==> src/adc_select_map.vh <==
// register offsets, field positions and reset values for the converter
// input-select and scan-select block; definitions only
`ifndef ADC_SELECT_MAP_VH
`define ADC_SELECT_MAP_VH

`define OFF_INPUT_SELECT_CTRL 8'h00
`define OFF_SCAN_SELECT_HIGH  8'h04
`define OFF_SCAN_SELECT_LOW   8'h08

`define RST_INPUT_SELECT_CTRL 16'h0000
`define RST_SCAN_SELECT_HIGH  16'h0000
`define RST_SCAN_SELECT_LOW   16'h0000

// writable bits of the high scan word: 14..10 and 7..0
`define SCAN_HIGH_MASK        16'h7CFF

`define NEG_B_MSB 15
`define NEG_B_LSB 13
`define POS_B_MSB 12
`define POS_B_LSB 8
`define NEG_A_MSB 7
`define NEG_A_LSB 5
`define POS_A_MSB 4
`define POS_A_LSB 0

// positive-select codes
`define POS_HIGHEST_INPUT 5'h15
`define POS_FLOAT_TEMP    5'h16
`define POS_FLOAT_ALL     5'h17
`define POS_BAND_GAP      5'h1A
`define POS_LOWER_GUARD   5'h1B
`define POS_UNUSED        5'h1F

// negative-select codes
`define NEG_GROUND        3'h0

`endif

==> src/adc_mux_decode.v <==
// decodes one negative/positive select pair into routing; negative one-hot, positive at most two outputs (10110)
// assumes the caller holds the codes stable in registers
`include "adc_select_map.vh"
`default_nettype none

module adc_mux_decode #(
    parameter INPUTS = 22
)(
    // select codes
    input wire [2:0] neg_select,
    input wire [4:0] pos_select,
    // routing
    output reg neg_ground,
    output reg [6:0] neg_input,
    output reg [INPUTS-1:0] pos_input,
    output reg pos_float,
    output reg pos_temp,
    output reg pos_band_gap,
    output reg pos_lower_guard
);

    integer i;

    always @*
    begin
        neg_ground = (neg_select == `NEG_GROUND); // see [RULE1]
        neg_input = 7'h00;
        if (neg_select != `NEG_GROUND)
        begin
            neg_input[neg_select - 3'h1] = 1'b1; // see [RULE1]
        end
        pos_input = {INPUTS{1'b0}};
        for (i = 0; i < INPUTS; i = i + 1)
        begin
            if ((pos_select == i[4:0]) &&
                (pos_select <= `POS_HIGHEST_INPUT))
            begin
                pos_input[i] = 1'b1; // see [RULE4]
            end
        end
        // both floating codes leave every input open
        pos_float = (pos_select == `POS_FLOAT_ALL) ||
                    (pos_select == `POS_FLOAT_TEMP); // see [RULE3]
        pos_temp = (pos_select == `POS_FLOAT_TEMP); // see [RULE3]
        pos_band_gap = (pos_select == `POS_BAND_GAP); // see [RULE6]
        // unused code 11111 connects nothing
        pos_lower_guard = (pos_select == `POS_LOWER_GUARD); // see [RULE6]
    end

endmodule

`default_nettype wire

==> src/adc_input_and_scan_select.v <==
// converter input-select and scan-select registers behind an AHB-Lite slave
// assumes single word transfers from one master; hready from hreadyout
`include "adc_select_map.vh"
`default_nettype none

// Contract
// [RULE1] bits 15:13 pick sample B negative input
// [RULE2] bits 12:8 pick sample B positive source
// [RULE3] codes 10111/10110 float inputs; 10110 adds temperature
// [RULE4] codes up to 10101 route analog inputs
// [RULE5] code 11111 unused, no defined connection
// [RULE6] 11010 band gap, 11011 lower guardband
// [RULE7] low scan word bits include inputs 15:0
// [RULE8] high scan word channels 30:26, 23:16; rest zero
// [RULE9] unimplemented scan bits read back zero
// [RULE10] low byte mirrors fields for multiplexer A
module adc_input_and_scan_select #(
    parameter INPUTS = 22
)(
    // clock and reset
    input wire hclk,
    input wire hresetn,
    // ahb-lite slave
    input wire hsel,
    input wire [7:0] haddr,
    input wire [1:0] htrans,
    input wire hwrite,
    input wire [2:0] hsize,
    input wire [31:0] hwdata,
    input wire hready,
    output reg [31:0] hrdata,
    output wire hreadyout,
    output wire hresp,
    // sample b routing
    output wire b_neg_ground,
    output wire [6:0] b_neg_input,
    output wire [INPUTS-1:0] b_pos_input,
    output wire b_pos_float,
    output wire b_pos_temp,
    output wire b_pos_band_gap,
    output wire b_pos_lower_guard,
    // sample a routing
    output wire a_neg_ground,
    output wire [6:0] a_neg_input,
    output wire [INPUTS-1:0] a_pos_input,
    output wire a_pos_float,
    output wire a_pos_temp,
    output wire a_pos_band_gap,
    output wire a_pos_lower_guard,
    // scan include set, channel n at bit n
    output wire [31:0] scan_include_bits
);

    reg [15:0] input_select_ctrl;
    reg [15:0] scan_select_high;
    reg [15:0] scan_select_low;
    reg wr_pending;
    reg [7:0] wr_addr;
    reg [31:0] next_rdata;

    wire take = hsel && hready && htrans[1];
    // write still in its data phase to the address now read
    wire fwd = wr_pending && (wr_addr == haddr);

    assign hreadyout = 1'b1;
    assign hresp = 1'b0;

    // address phase captured, write data lands one cycle later
    always @(posedge hclk or negedge hresetn)
    begin
        if (!hresetn)
        begin
            wr_pending <= 1'b0;
            wr_addr <= 8'h00;
        end
        else
        begin
            wr_pending <= take && hwrite;
            if (take)
            begin
                wr_addr <= haddr;
            end
        end
    end

    always @(posedge hclk or negedge hresetn)
    begin
        if (!hresetn)
        begin
            input_select_ctrl <= `RST_INPUT_SELECT_CTRL;
            scan_select_high <= `RST_SCAN_SELECT_HIGH;
            scan_select_low <= `RST_SCAN_SELECT_LOW;
        end
        else if (wr_pending)
        begin
            case (wr_addr)
                `OFF_INPUT_SELECT_CTRL:
                begin
                    // code 11111 is stored as written; decode gives it nothing
                    input_select_ctrl <= hwdata[15:0]; // see [RULE5]
                end
                `OFF_SCAN_SELECT_HIGH:
                begin
                    scan_select_high <=
                        hwdata[15:0] & `SCAN_HIGH_MASK; // see [RULE8]
                end
                `OFF_SCAN_SELECT_LOW:
                begin
                    scan_select_low <= hwdata[15:0]; // see [RULE7]
                end
                default:
                begin
                    scan_select_low <= scan_select_low;
                end
            endcase
        end
    end

    // read data registered at the address phase, so it stands in data phase;
    // a write not yet landed is forwarded so a read right after the write sees it
    always @*
    begin
        case (haddr)
            `OFF_INPUT_SELECT_CTRL:
                next_rdata = fwd ? {16'h0000, hwdata[15:0]}
                                 : {16'h0000, input_select_ctrl};
            `OFF_SCAN_SELECT_HIGH:
                next_rdata = fwd ?
                    {16'h0000, hwdata[15:0] & `SCAN_HIGH_MASK} // see [RULE9]
                    : {16'h0000, scan_select_high}; // see [RULE9]
            `OFF_SCAN_SELECT_LOW:
                next_rdata = fwd ? {16'h0000, hwdata[15:0]}
                                 : {16'h0000, scan_select_low};
            default:
                next_rdata = 32'h00000000;
        endcase
    end

    always @(posedge hclk or negedge hresetn)
    begin
        if (!hresetn)
        begin
            hrdata <= 32'h00000000;
        end
        else if (take && !hwrite)
        begin
            hrdata <= next_rdata;
        end
    end

    // channels 24, 25 and 31 are absent and stay zero
    assign scan_include_bits = {1'b0, scan_select_high[14:10], 2'b00,
                                scan_select_high[7:0],
                                scan_select_low}; // see [RULE8] [RULE7]

    adc_mux_decode #(
        .INPUTS(INPUTS)
    ) decode_b (
        .neg_select(input_select_ctrl[`NEG_B_MSB:`NEG_B_LSB]), // see [RULE1]
        .pos_select(input_select_ctrl[`POS_B_MSB:`POS_B_LSB]), // see [RULE2]
        .neg_ground(b_neg_ground),
        .neg_input(b_neg_input),
        .pos_input(b_pos_input),
        .pos_float(b_pos_float),
        .pos_temp(b_pos_temp),
        .pos_band_gap(b_pos_band_gap),
        .pos_lower_guard(b_pos_lower_guard)
    );

    adc_mux_decode #(
        .INPUTS(INPUTS)
    ) decode_a (
        .neg_select(input_select_ctrl[`NEG_A_MSB:`NEG_A_LSB]), // see [RULE10]
        .pos_select(input_select_ctrl[`POS_A_MSB:`POS_A_LSB]), // see [RULE10]
        .neg_ground(a_neg_ground),
        .neg_input(a_neg_input),
        .pos_input(a_pos_input),
        .pos_float(a_pos_float),
        .pos_temp(a_pos_temp),
        .pos_band_gap(a_pos_band_gap),
        .pos_lower_guard(a_pos_lower_guard)
    );

endmodule

`default_nettype wire

==> config.mk <==
export PLATFORM = sky130hd
export DESIGN_NAME = adc_input_and_scan_select
export DESIGN_NICKNAME = d
export VERILOG_FILES = /design/src/adc_mux_decode.v /design/src/adc_input_and_scan_select.v
export VERILOG_INCLUDE_DIRS = /design/src
export SDC_FILE = /design/constraint.sdc
export NUM_CORES = 1
export LEC_CHECK = 0
export BUFFER_PORTS_ARGS = -buffer_cell sky130_fd_sc_hd__buf_2
export CELL_PAD_IN_SITES_DETAIL_PLACEMENT = 2
export CELL_PAD_IN_SITES_GLOBAL_PLACEMENT = 2
export CORE_MARGIN = 10
export CORE_UTILIZATION = 30
export CTS_CLUSTER_DIAMETER = 100
export DETAILED_ROUTE_END_ITERATION = 16
export PLACE_DENSITY = 0.95
export SLEW_MARGIN = 20
export SYNTH_ARGS = -nofsm -noshare
export SYNTH_HDL_FRONTEND = slang
export SYNTH_HIERARCHICAL = 1
export SYNTH_SLANG_ARGS = --single-unit
==> constraint.sdc <==
create_clock -name hclk -period 4.5 [get_ports hclk]
set_clock_uncertainty 0.15 [all_clocks]
set_input_delay 0.675 -clock hclk [delete_from_list [all_inputs] [get_ports hclk]]
set_output_delay 0.675 -clock hclk [all_outputs]
set_load 0.1 [all_outputs]
After elaboration in Yosys (flattened, before gate mapping)
Cells that the tools add are included.
{"block": "word_totals", "reg_bits": 86, "inputBits": 50, "word_cells": 188}
{"block": "op_classes", "add_sub_neg": 2, "magnitude_cmp": 6, "eq_ne": 55, "muxes": 54, "reduce_logical": 65}
{"operator": "$eq 5x5->1 const B", "count": 20}
{"operator": "$eq 5x4->1 const B", "count": 16}
{"operator": "$logic_and 1x1->1", "count": 51}
{"operator": "$pmux 16 s3", "count": 1}
{"operator": "$mux 1", "count": 46}
{"operator": "$eq 5x3->1 const B", "count": 8}
{"operator": "$mux 16", "count": 2}
{"operator": "$eq 5x2->1 const B", "count": 4}
{"operator": "$eq 8x3->1 const B", "count": 2}
{"operator": "$eq 8x4->1 const B", "count": 2}
{"operator": "$logic_not 8->1", "count": 2}
{"operator": "$mux 15", "count": 1}
{"operator": "$mux 7", "count": 2}
{"operator": "$eq 5x1->1 const B", "count": 2}
{"operator": "$le 5x5->1 const B", "count": 2}
{"operator": "$logic_not 5->1", "count": 2}
{"operator": "$eq 8x8->1", "count": 1}
{"operator": "$lt 3x4->1 const B", "count": 2}
{"operator": "$demux 1 s3", "count": 2}
{"operator": "$ge 3x1->1 const B", "count": 2}
{"operator": "$logic_not 3->1", "count": 2}
{"operator": "$reduce_and 2->1", "count": 3}
{"operator": "$reduce_bool 3->1", "count": 2}
{"operator": "$sub 3x1->3 const B", "count": 2}
{"operator": "2 further kinds", "count": 3}

Longest topological paths before layout
Gate-level depths: netlist of run 1.
{"block": "depth", "ltp_word": 6, "ltp_mapped": 7, "depth_no_buf": 5}

Hierarchy
Netlist of run 1, hierarchy kept.
{"mod": "adc_input_and_scan_select", "instances": 1, "cells_each": 288, "area_per_inst_um2": 3462.1, "seq_area_each_um2": 1751.7}
{"mod": "adc_mux_decode at decode_b", "instances": 1, "cells_each": 60, "area_per_inst_um2": 347.8, "seq_area_each_um2": 0.0}
{"mod": "adc_mux_decode at decode_a", "instances": 1, "cells_each": 60, "area_per_inst_um2": 327.8, "seq_area_each_um2": 0.0}

Worst setup path after synthesis of run 1
OpenSTA, ideal clock, no wires.
{"block": "synth_path", "path_kind": "flip-flop to output port", "start": "register input_select_ctrl[12]", "end": "output port b_pos_input[12]", "arrival_ps": 2884, "required_ps": 3675, "setup_slack_ps": 791, "stages_incl_launch_ff": 4, "path_buffers": 1, "path_cell_list": "dfrtp_1 or2_2 buf_6 nor3_1"}
{"block": "synth_between", "elab_chain_len": 3, "word_cells_on_any_way": 4, "classes_between": "1 x order compare; 1 x eq/ne; 1 x mux; 1 x reduce/logical"}
{"element": "start: declaration", "line": "adc_input_and_scan_select.v:54", "rtl": "reg [15:0] input_select_ctrl;"}
{"element": "start signal: assignment", "line": "adc_input_and_scan_select.v:90", "rtl": "input_select_ctrl <= `RST_INPUT_SELECT_CTRL;"}
{"element": "start signal: assignment", "line": "adc_input_and_scan_select.v:100", "rtl": "input_select_ctrl <= hwdata[15:0];"}
{"element": "$le 5x5->1 (no line) / $eq 5x4->1 (equally long branches)"}
{"element": "$logic_and 1x1->1 (*)", "line": "adc_mux_decode.v:35", "rtl": "if ((pos_select == i[4:0]) &&"}
{"element": "$mux 1 (*)", "line": "adc_mux_decode.v:35"}
{"element": "end: declaration", "line": "adc_input_and_scan_select.v:37", "rtl": "output wire [INPUTS-1:0] b_pos_input,"}
Every way passes the cells marked *; elsewhere a longest branch is shown, timed or not.

Final worst setup path of run 1
{"block": "layout_path", "start": "register input_select_ctrl[5]", "end": "output port a_neg_input[3]"}
{"block": "layout_between", "elab_chain_len": 6, "word_cells_on_any_way": 8, "classes_between": "1 x add/sub; 2 x order compare; 3 x mux; 2 x reduce/logical"}
{"element": "$sub 3x1->3", "line": "adc_mux_decode.v:30", "rtl": "neg_input[neg_select - 3'h1] = 1'b1;"}
{"element": "$lt 3x4->1 (not written as such) / $ge 3x1->1 (equally long branches)", "line": "adc_mux_decode.v:30"}
{"element": "$logic_and 1x1->1 (not written as such)", "line": "adc_mux_decode.v:30"}
{"element": "$mux 1 (not written as such)", "line": "adc_mux_decode.v:30"}
{"element": "$demux 1 s3"}
{"element": "$mux 7 (*)", "line": "adc_mux_decode.v:28", "rtl": "if (neg_select != `NEG_GROUND)"}
{"element": "end: declaration", "line": "adc_input_and_scan_select.v:44", "rtl": "output wire [6:0] a_neg_input,"}
Marks and branches as above.

==> impl_metrics.yaml, run 1 <==
synthesis:
  ys_seq_elements: 70
  netlist_instances: 408
  synthFlopType: "dfrtp_1"
  ys_seq_area_share_pct: 42.3
  ys.warnings.count: 6
  syn_area_sq_mm: 0.00414
  synth_cell_types: 42
  synth_edf_count: 0
  post_synth.cell_area_avg_sq_um: 10.1
  synthArstFlopShare_pct: 100
routing:
  wl_um: 15600
  postRouteAntennaNets: 0
  via_per_inst: 4.93
  vias: 3565
  drt-initial-drc-count: 142
  drcViolationCount: 0
  first_pass_iters: 4
  post_drt_wl_per_cell_um: 21.5
floorplan:
  dieWidth_um: 137
  rows: 42
  start_util_pct: 30.9
  dieArea_sq_mm: 0.0189
  core_sq_mm: 0.0134
  die_h_um: 137
  ios: 184
finish:
  final_common_cell: "buf_2"
  final_nets: 596
  final_cell_count_no_fill: 723
  layout_common_cells: "141 x buf_2, 70 x dfrtp_1, 57 x nor2_1, 57 x mux2_2, 35 x nand2_1"
  drive_above_1_share_pct: 43.7
  fin_area_sq_mm: 0.00524
  postLayoutCoreUtil_pct: 39.1
  antenna_cells: 0
  syn_to_final_growth_pct: 26.6
cts:
  cts.htree.levels: 3
  clockBufferDepth: 2
  numCtsBuffers: 9
  post_cts_buffers: 0
  clk_pin_slew_ps: 60
  cts_resized: 0
  clk_latency_ps: 330
  ctsHoldBuffers: 0
  cts_tree: "yes"
  clock-root-buffer: "clkbuf_16"
  clkSinkCount: 70
worst_setup_path:
  critPathTopFamily: "buffers and inverters"
  worstSetupStartpointType: "flip-flop"
  path_cells: "inv_1, ha_1, or3_4, a211oi_2, buf_2"
  slowest_stage: "dfrtp_1"
  crit_path_end_kind: "output port"
  crit_fanout: 7
  critPathMaxStageDelay_ps: 470
  critPathKind: "flip-flop to output port"
  crit_arrival_ps: 2240
  worstPathRequired_ps: 3670
  cp_num_buf_inv: 2
power:
  pwr-share-seq_pct: 34.0
  p_comb_share_pct: 26.4
  ir_worst_vdd_v: 0.000241
  internal_power_mw: 1.32
  switching_share_pct: 37.4
  leakagePower_nw: 2.58
  powerDensity_mw_per_mm2: 403
  p_switching_mw: 0.790
  clockPowerShare_pct: 39.7
global_routing:
  grt_pass1_wl_um: 23700
  antenna_found_initial: 0
  grt_util_all_layers_pct: 16.2
  grt_max_degree: 71
  grt_pass1_vias: 4123
  overflow: 0
sta:
  post-route-period-util_pct: 68.1
  timing.final.ws_setup_ps: 1440
  finalSetupViolCount: 0
  max-slew-margin-rel_pct: 27.8
  setup_tns_ps: 0
  fin_crit_ps: 3060
  drv_slew: 0
  worst_pin_slew_ps: 1080
  rsz0062_at_grt: "no"
  hold_violations: 0
  clock.fmax_ghz: 0.326
place:
  dpl.cell_count: 707
  gp_congestion: 0.851
  place_area_sq_mm: 0.00489
  portBuffers: 142
  dpl.hpwl_um: 11700
  pre_cts_slack_ps: 1250
run_status:
  status: "completed"
hold_path:
  min_path_type: "flip-flop to flip-flop"
job:
  maxCapViolCount: 0
[worst register-to-register path: stages, from the launching register on]
cell and delay (ps):
dfrtp_1 410, nor4b_2 350, nand2_2 170, nor3b_4 930
mux2_2 430
[final timing paths]
path	startpoint	endpoint	slack, ps	depth (start not counted)
max in group asynchronous	hresetn	scan_select_high[14]$_DFFE_PN0P_	3250	1
setup reg to reg	wr_addr[6]$_DFFE_PN0P_	scan_select_low[0]$_DFFE_PN0P_	1940	4
hold reg to reg	hrdata[7]$_DFFE_PN0P_	hrdata[7]$_DFFE_PN0P_	330	2
hold / removal	hrdata[7]$_DFFE_PN0P_	hrdata[7]$_DFFE_PN0P_	330	2
min in group asynchronous	hresetn	wr_addr[5]$_DFFE_PN0P_	340	1
setup / recovery	input_select_ctrl[5]$_DFFE_PN0P_	a_neg_input[3]	1440	5
[cell type report]
type,count,area [sq um]
clock buffer,9,225
clock inverter,7,121
fill,1506,8160
inverter,8,30.0
multi-input combinational,310,2170
sequential,70,1750
tap,176,220
timing repair buffer,143,721
[cell usage after synthesis (4+ instances only)]
library cell	number	area share, %
nand3b_1	5	0.91
inv_1	8	0.73
o31ai_1	6	1.1
ha_1	4	1.2
a21boi_0	6	1.1
mux2i_1	23	5.6
clkbuf_1	7	0.64
nor2_1	57	5.2
mux2_2	57	16
nor3_1	5	0.60
buf_2	5	0.60
a21oi_1	17	2.1
nand2b_1	9	1.4
buf_4	24	4.4
a211oi_1	6	1.1
nand2_1	35	3.2
dfrtp_1	70	42
or2_2	7	1.1
o21ai_0	10	1.2
xnor2_1	8	1.7
or3b_1	5	1.1
[kinds of logic after synthesis]
logic type / after synthesis / share of synthesized area, %
other: 2 / 0.182
AND/OR/NAND/NOR: 149 / 19.1
flip-flops: 70 / 42.3
AO/OA/AOI/OAI: 48 / 7.32
adder cells (fa/ha/maj): 4 / 1.21
buffers and inverters: 47 / 7.14
multiplexers: 80 / 21.1
XOR/XNOR: 8 / 1.69
[stage by stage]
stage	hold slack (ps)	power [mW]
CTS	338	2.13
finish	331	2.11
global placement	309	1.26
global route	365	2.20
detailed placement	324	1.29
floorplan	229	1.19
[power by group through the flow]
stage               combinational [mW]  clock [mW]  sequential, mW
global placement                 0.542           0           0.723
detailed placement               0.560           0           0.728
floorplan                        0.364           0           0.823
finish                           0.557       0.838           0.718
global route                     0.585       0.889           0.726
CTS                              0.562       0.855           0.718
[flip-flops by register name, summed over array words and instances (netlist names)]
register	flops
hrdata	16
input_select_ctrl	16
scan_select_low	16
scan_select_high	13
wr_addr	8
wr_pending	1
[metal layers]
metal,track usage [%],vias up,share of wire [%]
met5,0,-,0
met4,3.63,0,1.4
met3,5.28,17,7.3
met2,29.9,104,53
met1,17.4,1812,38
li1,-,1632,-
Power figures use the tool's default switching activity.
==> run 2: changes to the inputs <==
Settings changed: CORE_UTILIZATION 30 to 28, PLACE_DENSITY 0.95 to 0.93.
Clock period 4.5 ns to 3.2 ns, I/O delays scaled along.
==> run 2 against run 1 <==
Cell count is 2.2% higher. Highest routed layer unchanged. Sequential power up 41%. Die area up 6.1%. Clock-buffer cell count up 7. Wire length increased by 1.1%. Critical path type unchanged. Critical path depth unchanged. Clock power increased by 14%. Register-to-register slack got worse by 1100 ps. Utilization fell by 2.8 points.
==> impl_metrics.yaml, run 2 (same netlist as run 1, synthesis figures left out) <==
run_status:
  status: "completed"
sta:
  setup_tns_ps: 0
  worst_pin_slew_ps: 941
  post-route-period-util_pct: 90.7
  max-slew-margin-rel_pct: 37.3
  clock.fmax_ghz: 0.345
  hold_violations: 0
  drv_slew: 0
  fin_crit_ps: 2900
  finalSetupViolCount: 0
  rsz0062_at_grt: "no"
routing:
  post_drt_wl_per_cell_um: 21.3
  first_pass_iters: 4
  via_per_inst: 4.87
  wl_um: 15700
  vias: 3602
  postRouteAntennaNets: 0
  drt-initial-drc-count: 90
  drcViolationCount: 0
floorplan:
  ios: 184
  core_sq_mm: 0.0145
  start_util_pct: 28.5
  rows: 44
  dieArea_sq_mm: 0.0200
  dieWidth_um: 142
  die_h_um: 142
power:
  p_total_mw: 2.76
  leakagePower_nw: 2.59
  powerDensity_mw_per_mm2: 522
  ir_worst_vdd_v: 0.000249
cts:
  clockBufferDepth: 2
  numCtsBuffers: 9
  clkSinkCount: 70
  cts_resized: 0
  clk_latency_ps: 340
  clk_pin_slew_ps: 50
  cts_tree: "yes"
  post_cts_buffers: 0
  ctsHoldBuffers: 0
  cts.htree.levels: 3
  clock-root-buffer: "clkbuf_16"
finish:
  syn_to_final_growth_pct: 27.7
  final_cell_count_no_fill: 739
  layout_common_cells: "141 x buf_2, 70 x dfrtp_1, 57 x nor2_1, 57 x mux2_2, 35 x nand2_1"
  postLayoutCoreUtil_pct: 36.3
  fill_cells: 1645
  drive_above_1_share_pct: 45.4
  antenna_cells: 0
  final_common_cell: "buf_2"
  final_nets: 604
  reg_top3: "hrdata (16), input_select_ctrl (16), scan_select_low (16)"
global_routing:
  grt_pass1_vias: 4144
  grt_pass1_wl_um: 24600
  overflow: 0
  grt_max_degree: 71
  antenna_found_initial: 0
  grt_util_all_layers_pct: 15.6
worst_setup_path:
  critPathKind: "flip-flop to output port"
  crit_path_end_kind: "output port"
  crit_fanout: 7
  worstSetupStartpointType: "flip-flop"
  worstPathRequired_ps: 2570
  crit_arrival_ps: 2270
place:
  portBuffers: 142
  dpl.hpwl_um: 12200
  gp_congestion: 0.758
  dpl.cell_count: 723
hold_path:
  min_path_type: "primary input to async pin"
job:
  maxCapViolCount: 0
==> run 2: cell types whose count changed in the layout (fill, tap and decap cells not counted) <==
cell       before  now
buf_4           2   10
inv_6           1    0
clkinv_2        1    0
clkinv_4        2    0
nor3b_1         1    0
nor3_1          5    3
a21oi_2         0    6
clkbuf_1        0    4
nor3b_2         0    1
nor3_2          0    2
bufinv_16       3    0
a21oi_1        17   11
clkbuf_8        0    3
==> run 2: through the flow <==
stage | cell area, sq um | hold slack, ps | setup slack [ps]
floorplan | 4250 | 34.4 | -314
detailed placement | 5000 | 328 | 643
CTS | 5280 | 168 | 272
global route | 5280 | 202 | 185
finish | 5280 | 132 | 298
global placement | 5000 | 310 | 736
==> run 2: routing by layer <==
metal / track usage [%] / share of wire [%]
met5: 0 / 0
met4: 4.41 / 1.3
met3: 5.11 / 6.3
met2: 27.8 / 52
met1: 17.1 / 40
==> run 2: power by group <==
part           total (mW)  switching [mW]  internal (mW)
clock network       0.953           0.364          0.590
registers            1.01          0.0708          0.940
logic               0.793           0.634          0.159
total                2.76            1.07           1.69
==> run 2: area by class of cell <==
class,instances,area [sq um],share of cell area (%)
timing repair buffer,151,781,14.8
tap,184,230,4.36
clock buffer,16,282,5.33
multi-input combinational,310,2210,41.8
sequential,70,1750,33.2
inverter,8,30.0,0.568
==> run 2: path summary, 6_finish.rpt <==
path,start,to,slack (ps),cells after the start
min in group hclk,haddr[5],wr_addr[5]$_DFFE_PN0P_,260,2
hold reg to reg,hrdata[2]$_DFFE_PN0P_,hrdata[2]$_DFFE_PN0P_,330,2
max in group asynchronous,hresetn,input_select_ctrl[12]$_DFFE_PN0P_,2150,1
setup / recovery,input_select_ctrl[5]$_DFFE_PN0P_,a_neg_input[3],300,5
hold / removal,hresetn,hrdata[4]$_DFFE_PN0P_,130,1
setup reg to reg,wr_addr[6]$_DFFE_PN0P_,input_select_ctrl[14]$_DFFE_PN0P_,860,5
==> run 2: critical path: stages (launching register included) <==
cell and delay, ps:
dfrtp_1 470, inv_1 120, ha_1 250, or3_4 420
a211oi_2 220, buf_2 450
==> run 3: changes to the inputs <==
Settings changed: CORE_UTILIZATION 28 to 27, PLACE_DENSITY 0.93 to 0.92, SYNTH_HIERARCHICAL 1 to not set.
==> run 3 against run 2 <==
Non-clock buffer count did not move. Die area rose by 1.3%. Clock power rose by 13%. Sequential power barely moved. Combinational power rose by 30%. Worst hold slack improved by 12 ps. Worst setup slack improved by 120 ps. Fmax rose by 4.5%.
==> impl_metrics.yaml, run 3 <==
hold_path:
  min_path_type: "primary input to async pin"
worst_setup_path:
  crit_fanout: 9
  critPathKind: "flip-flop to output port"
  crit_start: "input_select_ctrl[0]$_DFFE_PN0P_"
  crit_path_end_kind: "output port"
  worstSetupStartpointType: "flip-flop"
  worstPathRequired_ps: 2570
  timing.rr.start: "wr_addr[2]$_DFFE_PN0P_"
  crit_arrival_ps: 2150
floorplan:
  dieWidth_um: 142
  ios: 184
  rows: 44
  dieArea_sq_mm: 0.0203
  die_h_um: 142
  core_sq_mm: 0.0146
  start_util_pct: 27.8
routing:
  drt-initial-drc-count: 122
  vias: 3656
  via_per_inst: 4.89
  wl_um: 16200
  postRouteAntennaNets: 0
  first_pass_iters: 4
  drcViolationCount: 0
  post_drt_wl_per_cell_um: 21.6
place:
  place_area_sq_mm: 0.00492
  pre_cts_slack_ps: 565
  gp_congestion: 0.798
  portBuffers: 142
  dpl.hpwl_um: 12200
synthesis:
  ys_seq_area_share_pct: 43.3
  synthTopCellsByArea: "dfrtp_1 43%, mux2_2 14%, mux2i_1 6.9%, nor2_1 5.6%, buf_4 3.9%"
  netlist_instances: 420
  ys_seq_elements: 70
  synthFlopType: "dfrtp_1"
  synth_edf_count: 0
  synth_common_cells: "70 x dfrtp_1, 60 x nor2_1, 52 x mux2_2, 42 x nand2_1, 28 x mux2i_1"
  ys.warnings.count: 0
  synthArstFlopShare_pct: 100
  synth.most_common_cell: "dfrtp_1"
  yosysTopAreaCellShare_pct: 43.3
  synth_cell_types: 42
  post_synth.cell_area_avg_sq_um: 9.64
  synth_area_leader_cell: "dfrtp_1"
  syn_area_sq_mm: 0.00405
sta:
  clock.fmax_ghz: 0.360
  timing.final.ws_setup_ps: 422
  worst_pin_slew_ps: 959
  max-slew-margin-rel_pct: 36.0
  fin_crit_ps: 2780
  finalSetupViolCount: 0
  hold_violations: 0
  setup_tns_ps: 0
  rsz0062_at_grt: "no"
  post-route-period-util_pct: 86.8
  drv_slew: 0
power:
  internal_power_mw: 1.82
  p_switching_mw: 1.31
  p_total_mw: 3.13
  ir_worst_vdd_v: 0.000271
  powerDensity_mw_per_mm2: 597
  clockPowerShare_pct: 34.4
  pwr-share-seq_pct: 32.7
  p_comb_share_pct: 32.8
  leakagePower_nw: 2.69
  switching_share_pct: 41.8
finish:
  drive_above_1_share_pct: 43.0
  layout_common_cells: "141 x buf_2, 70 x dfrtp_1, 60 x nor2_1"
  final_common_cell: "buf_2"
  postLayoutCoreUtil_pct: 35.9
  reg_top3: "hrdata (16), input_select_ctrl (16), scan_select_low (16)"
  fill_cells: 1623
  antenna_cells: 0
  fin_area_sq_mm: 0.00524
  syn_to_final_growth_pct: 29.4
  final_nets: 612
  multi_input_area_sq_mm: 0.00213
  ff_latch_area_sq_mm: 0.00175
global_routing:
  grt_pass1_vias: 4333
  grt_pass1_wl_um: 25200
  grt_max_degree: 71
  overflow: 0
  antenna_found_initial: 1
  grt_util_all_layers_pct: 15.8
cts:
  post_cts_buffers: 0
  cts_tree: "yes"
  cts_resized: 0
  clkSinkCount: 70
  clock-root-buffer: "clkbuf_16"
  clockBufferDepth: 2
  clk_pin_slew_ps: 60
  clk_latency_ps: 340
  ctsHoldBuffers: 0
  numCtsBuffers: 9
  cts.htree.levels: 3
run_status:
  status: "completed"
job:
  maxCapViolCount: 0
-- run 3: worst paths after layout --
check	endpoint	slack [ps]	cells after the start
worst max-delay path	a_pos_input[5]	420	4
worst min-delay path	input_select_ctrl[8]$_DFFE_PN0P_	140	1
worst max register to register	hrdata[0]$_DFFE_PN0P_	750	6
worst min register to register	hrdata[1]$_DFFE_PN0P_	330	2
max in group asynchronous	hrdata[5]$_DFFE_PN0P_	2140	1
min in group hclk	wr_pending$_DFF_PN0_	260	3
-- run 3: cell type report --
class / instances / share of cell area [%]
tap: 184 / 4.40
inverter: 6 / 0.430
sequential: 70 / 33.4
clock inverter: 3 / 0.764
clock buffer: 13 / 5.35
multi-input combinational: 320 / 40.7
timing repair buffer: 151 / 14.9
-- run 3: power by group through the flow --
stage	logic (mW)	clock network [mW]	registers, mW
after floorplan	0.670	0	1.21
after global placement	0.996	0	1.03
after detailed placement	1.03	0	1.04
after CTS	1.03	1.11	1.02
after global routing	1.07	1.14	1.04
final	1.03	1.08	1.02
-- run 3: per-stage QoR --
stage,hold WS [ps],std cells
floorplan,34.4,439
global placement,309,731
detailed placement,326,731
CTS,154,747
global route,222,747
finish,144,747
-- run 3: worst max-delay path: stages (launching register included) --
cell and delay (ps):
dfrtp_1 570, inv_1 200, or3_1 450, nor2_1 140
buf_2 450
-- run 3: logic make-up (layout without fill, tap and decap cells) --
kind of cell	after synthesis	after routing	synth area share, %
simple gates	165	165	19.2
mux	81	81	21.8
flops	70	70	43.3
buf+inv	49	173	6.83
compound gates	41	41	5.81
xor+xnor	8	8	1.73
fa+ha+maj	4	4	1.24
other cells	2	21	0.185
-- run 3: metal layers --
metal / global-route usage, % / up-vias / routed length, um
li1: - / 1667 / -
met1: 17.6 / 1855 / 6520
met2: 27.9 / 109 / 8380
met3: 4.51 / 23 / 924
met4: 5.64 / 2 / 323
met5: 0 / - / 14
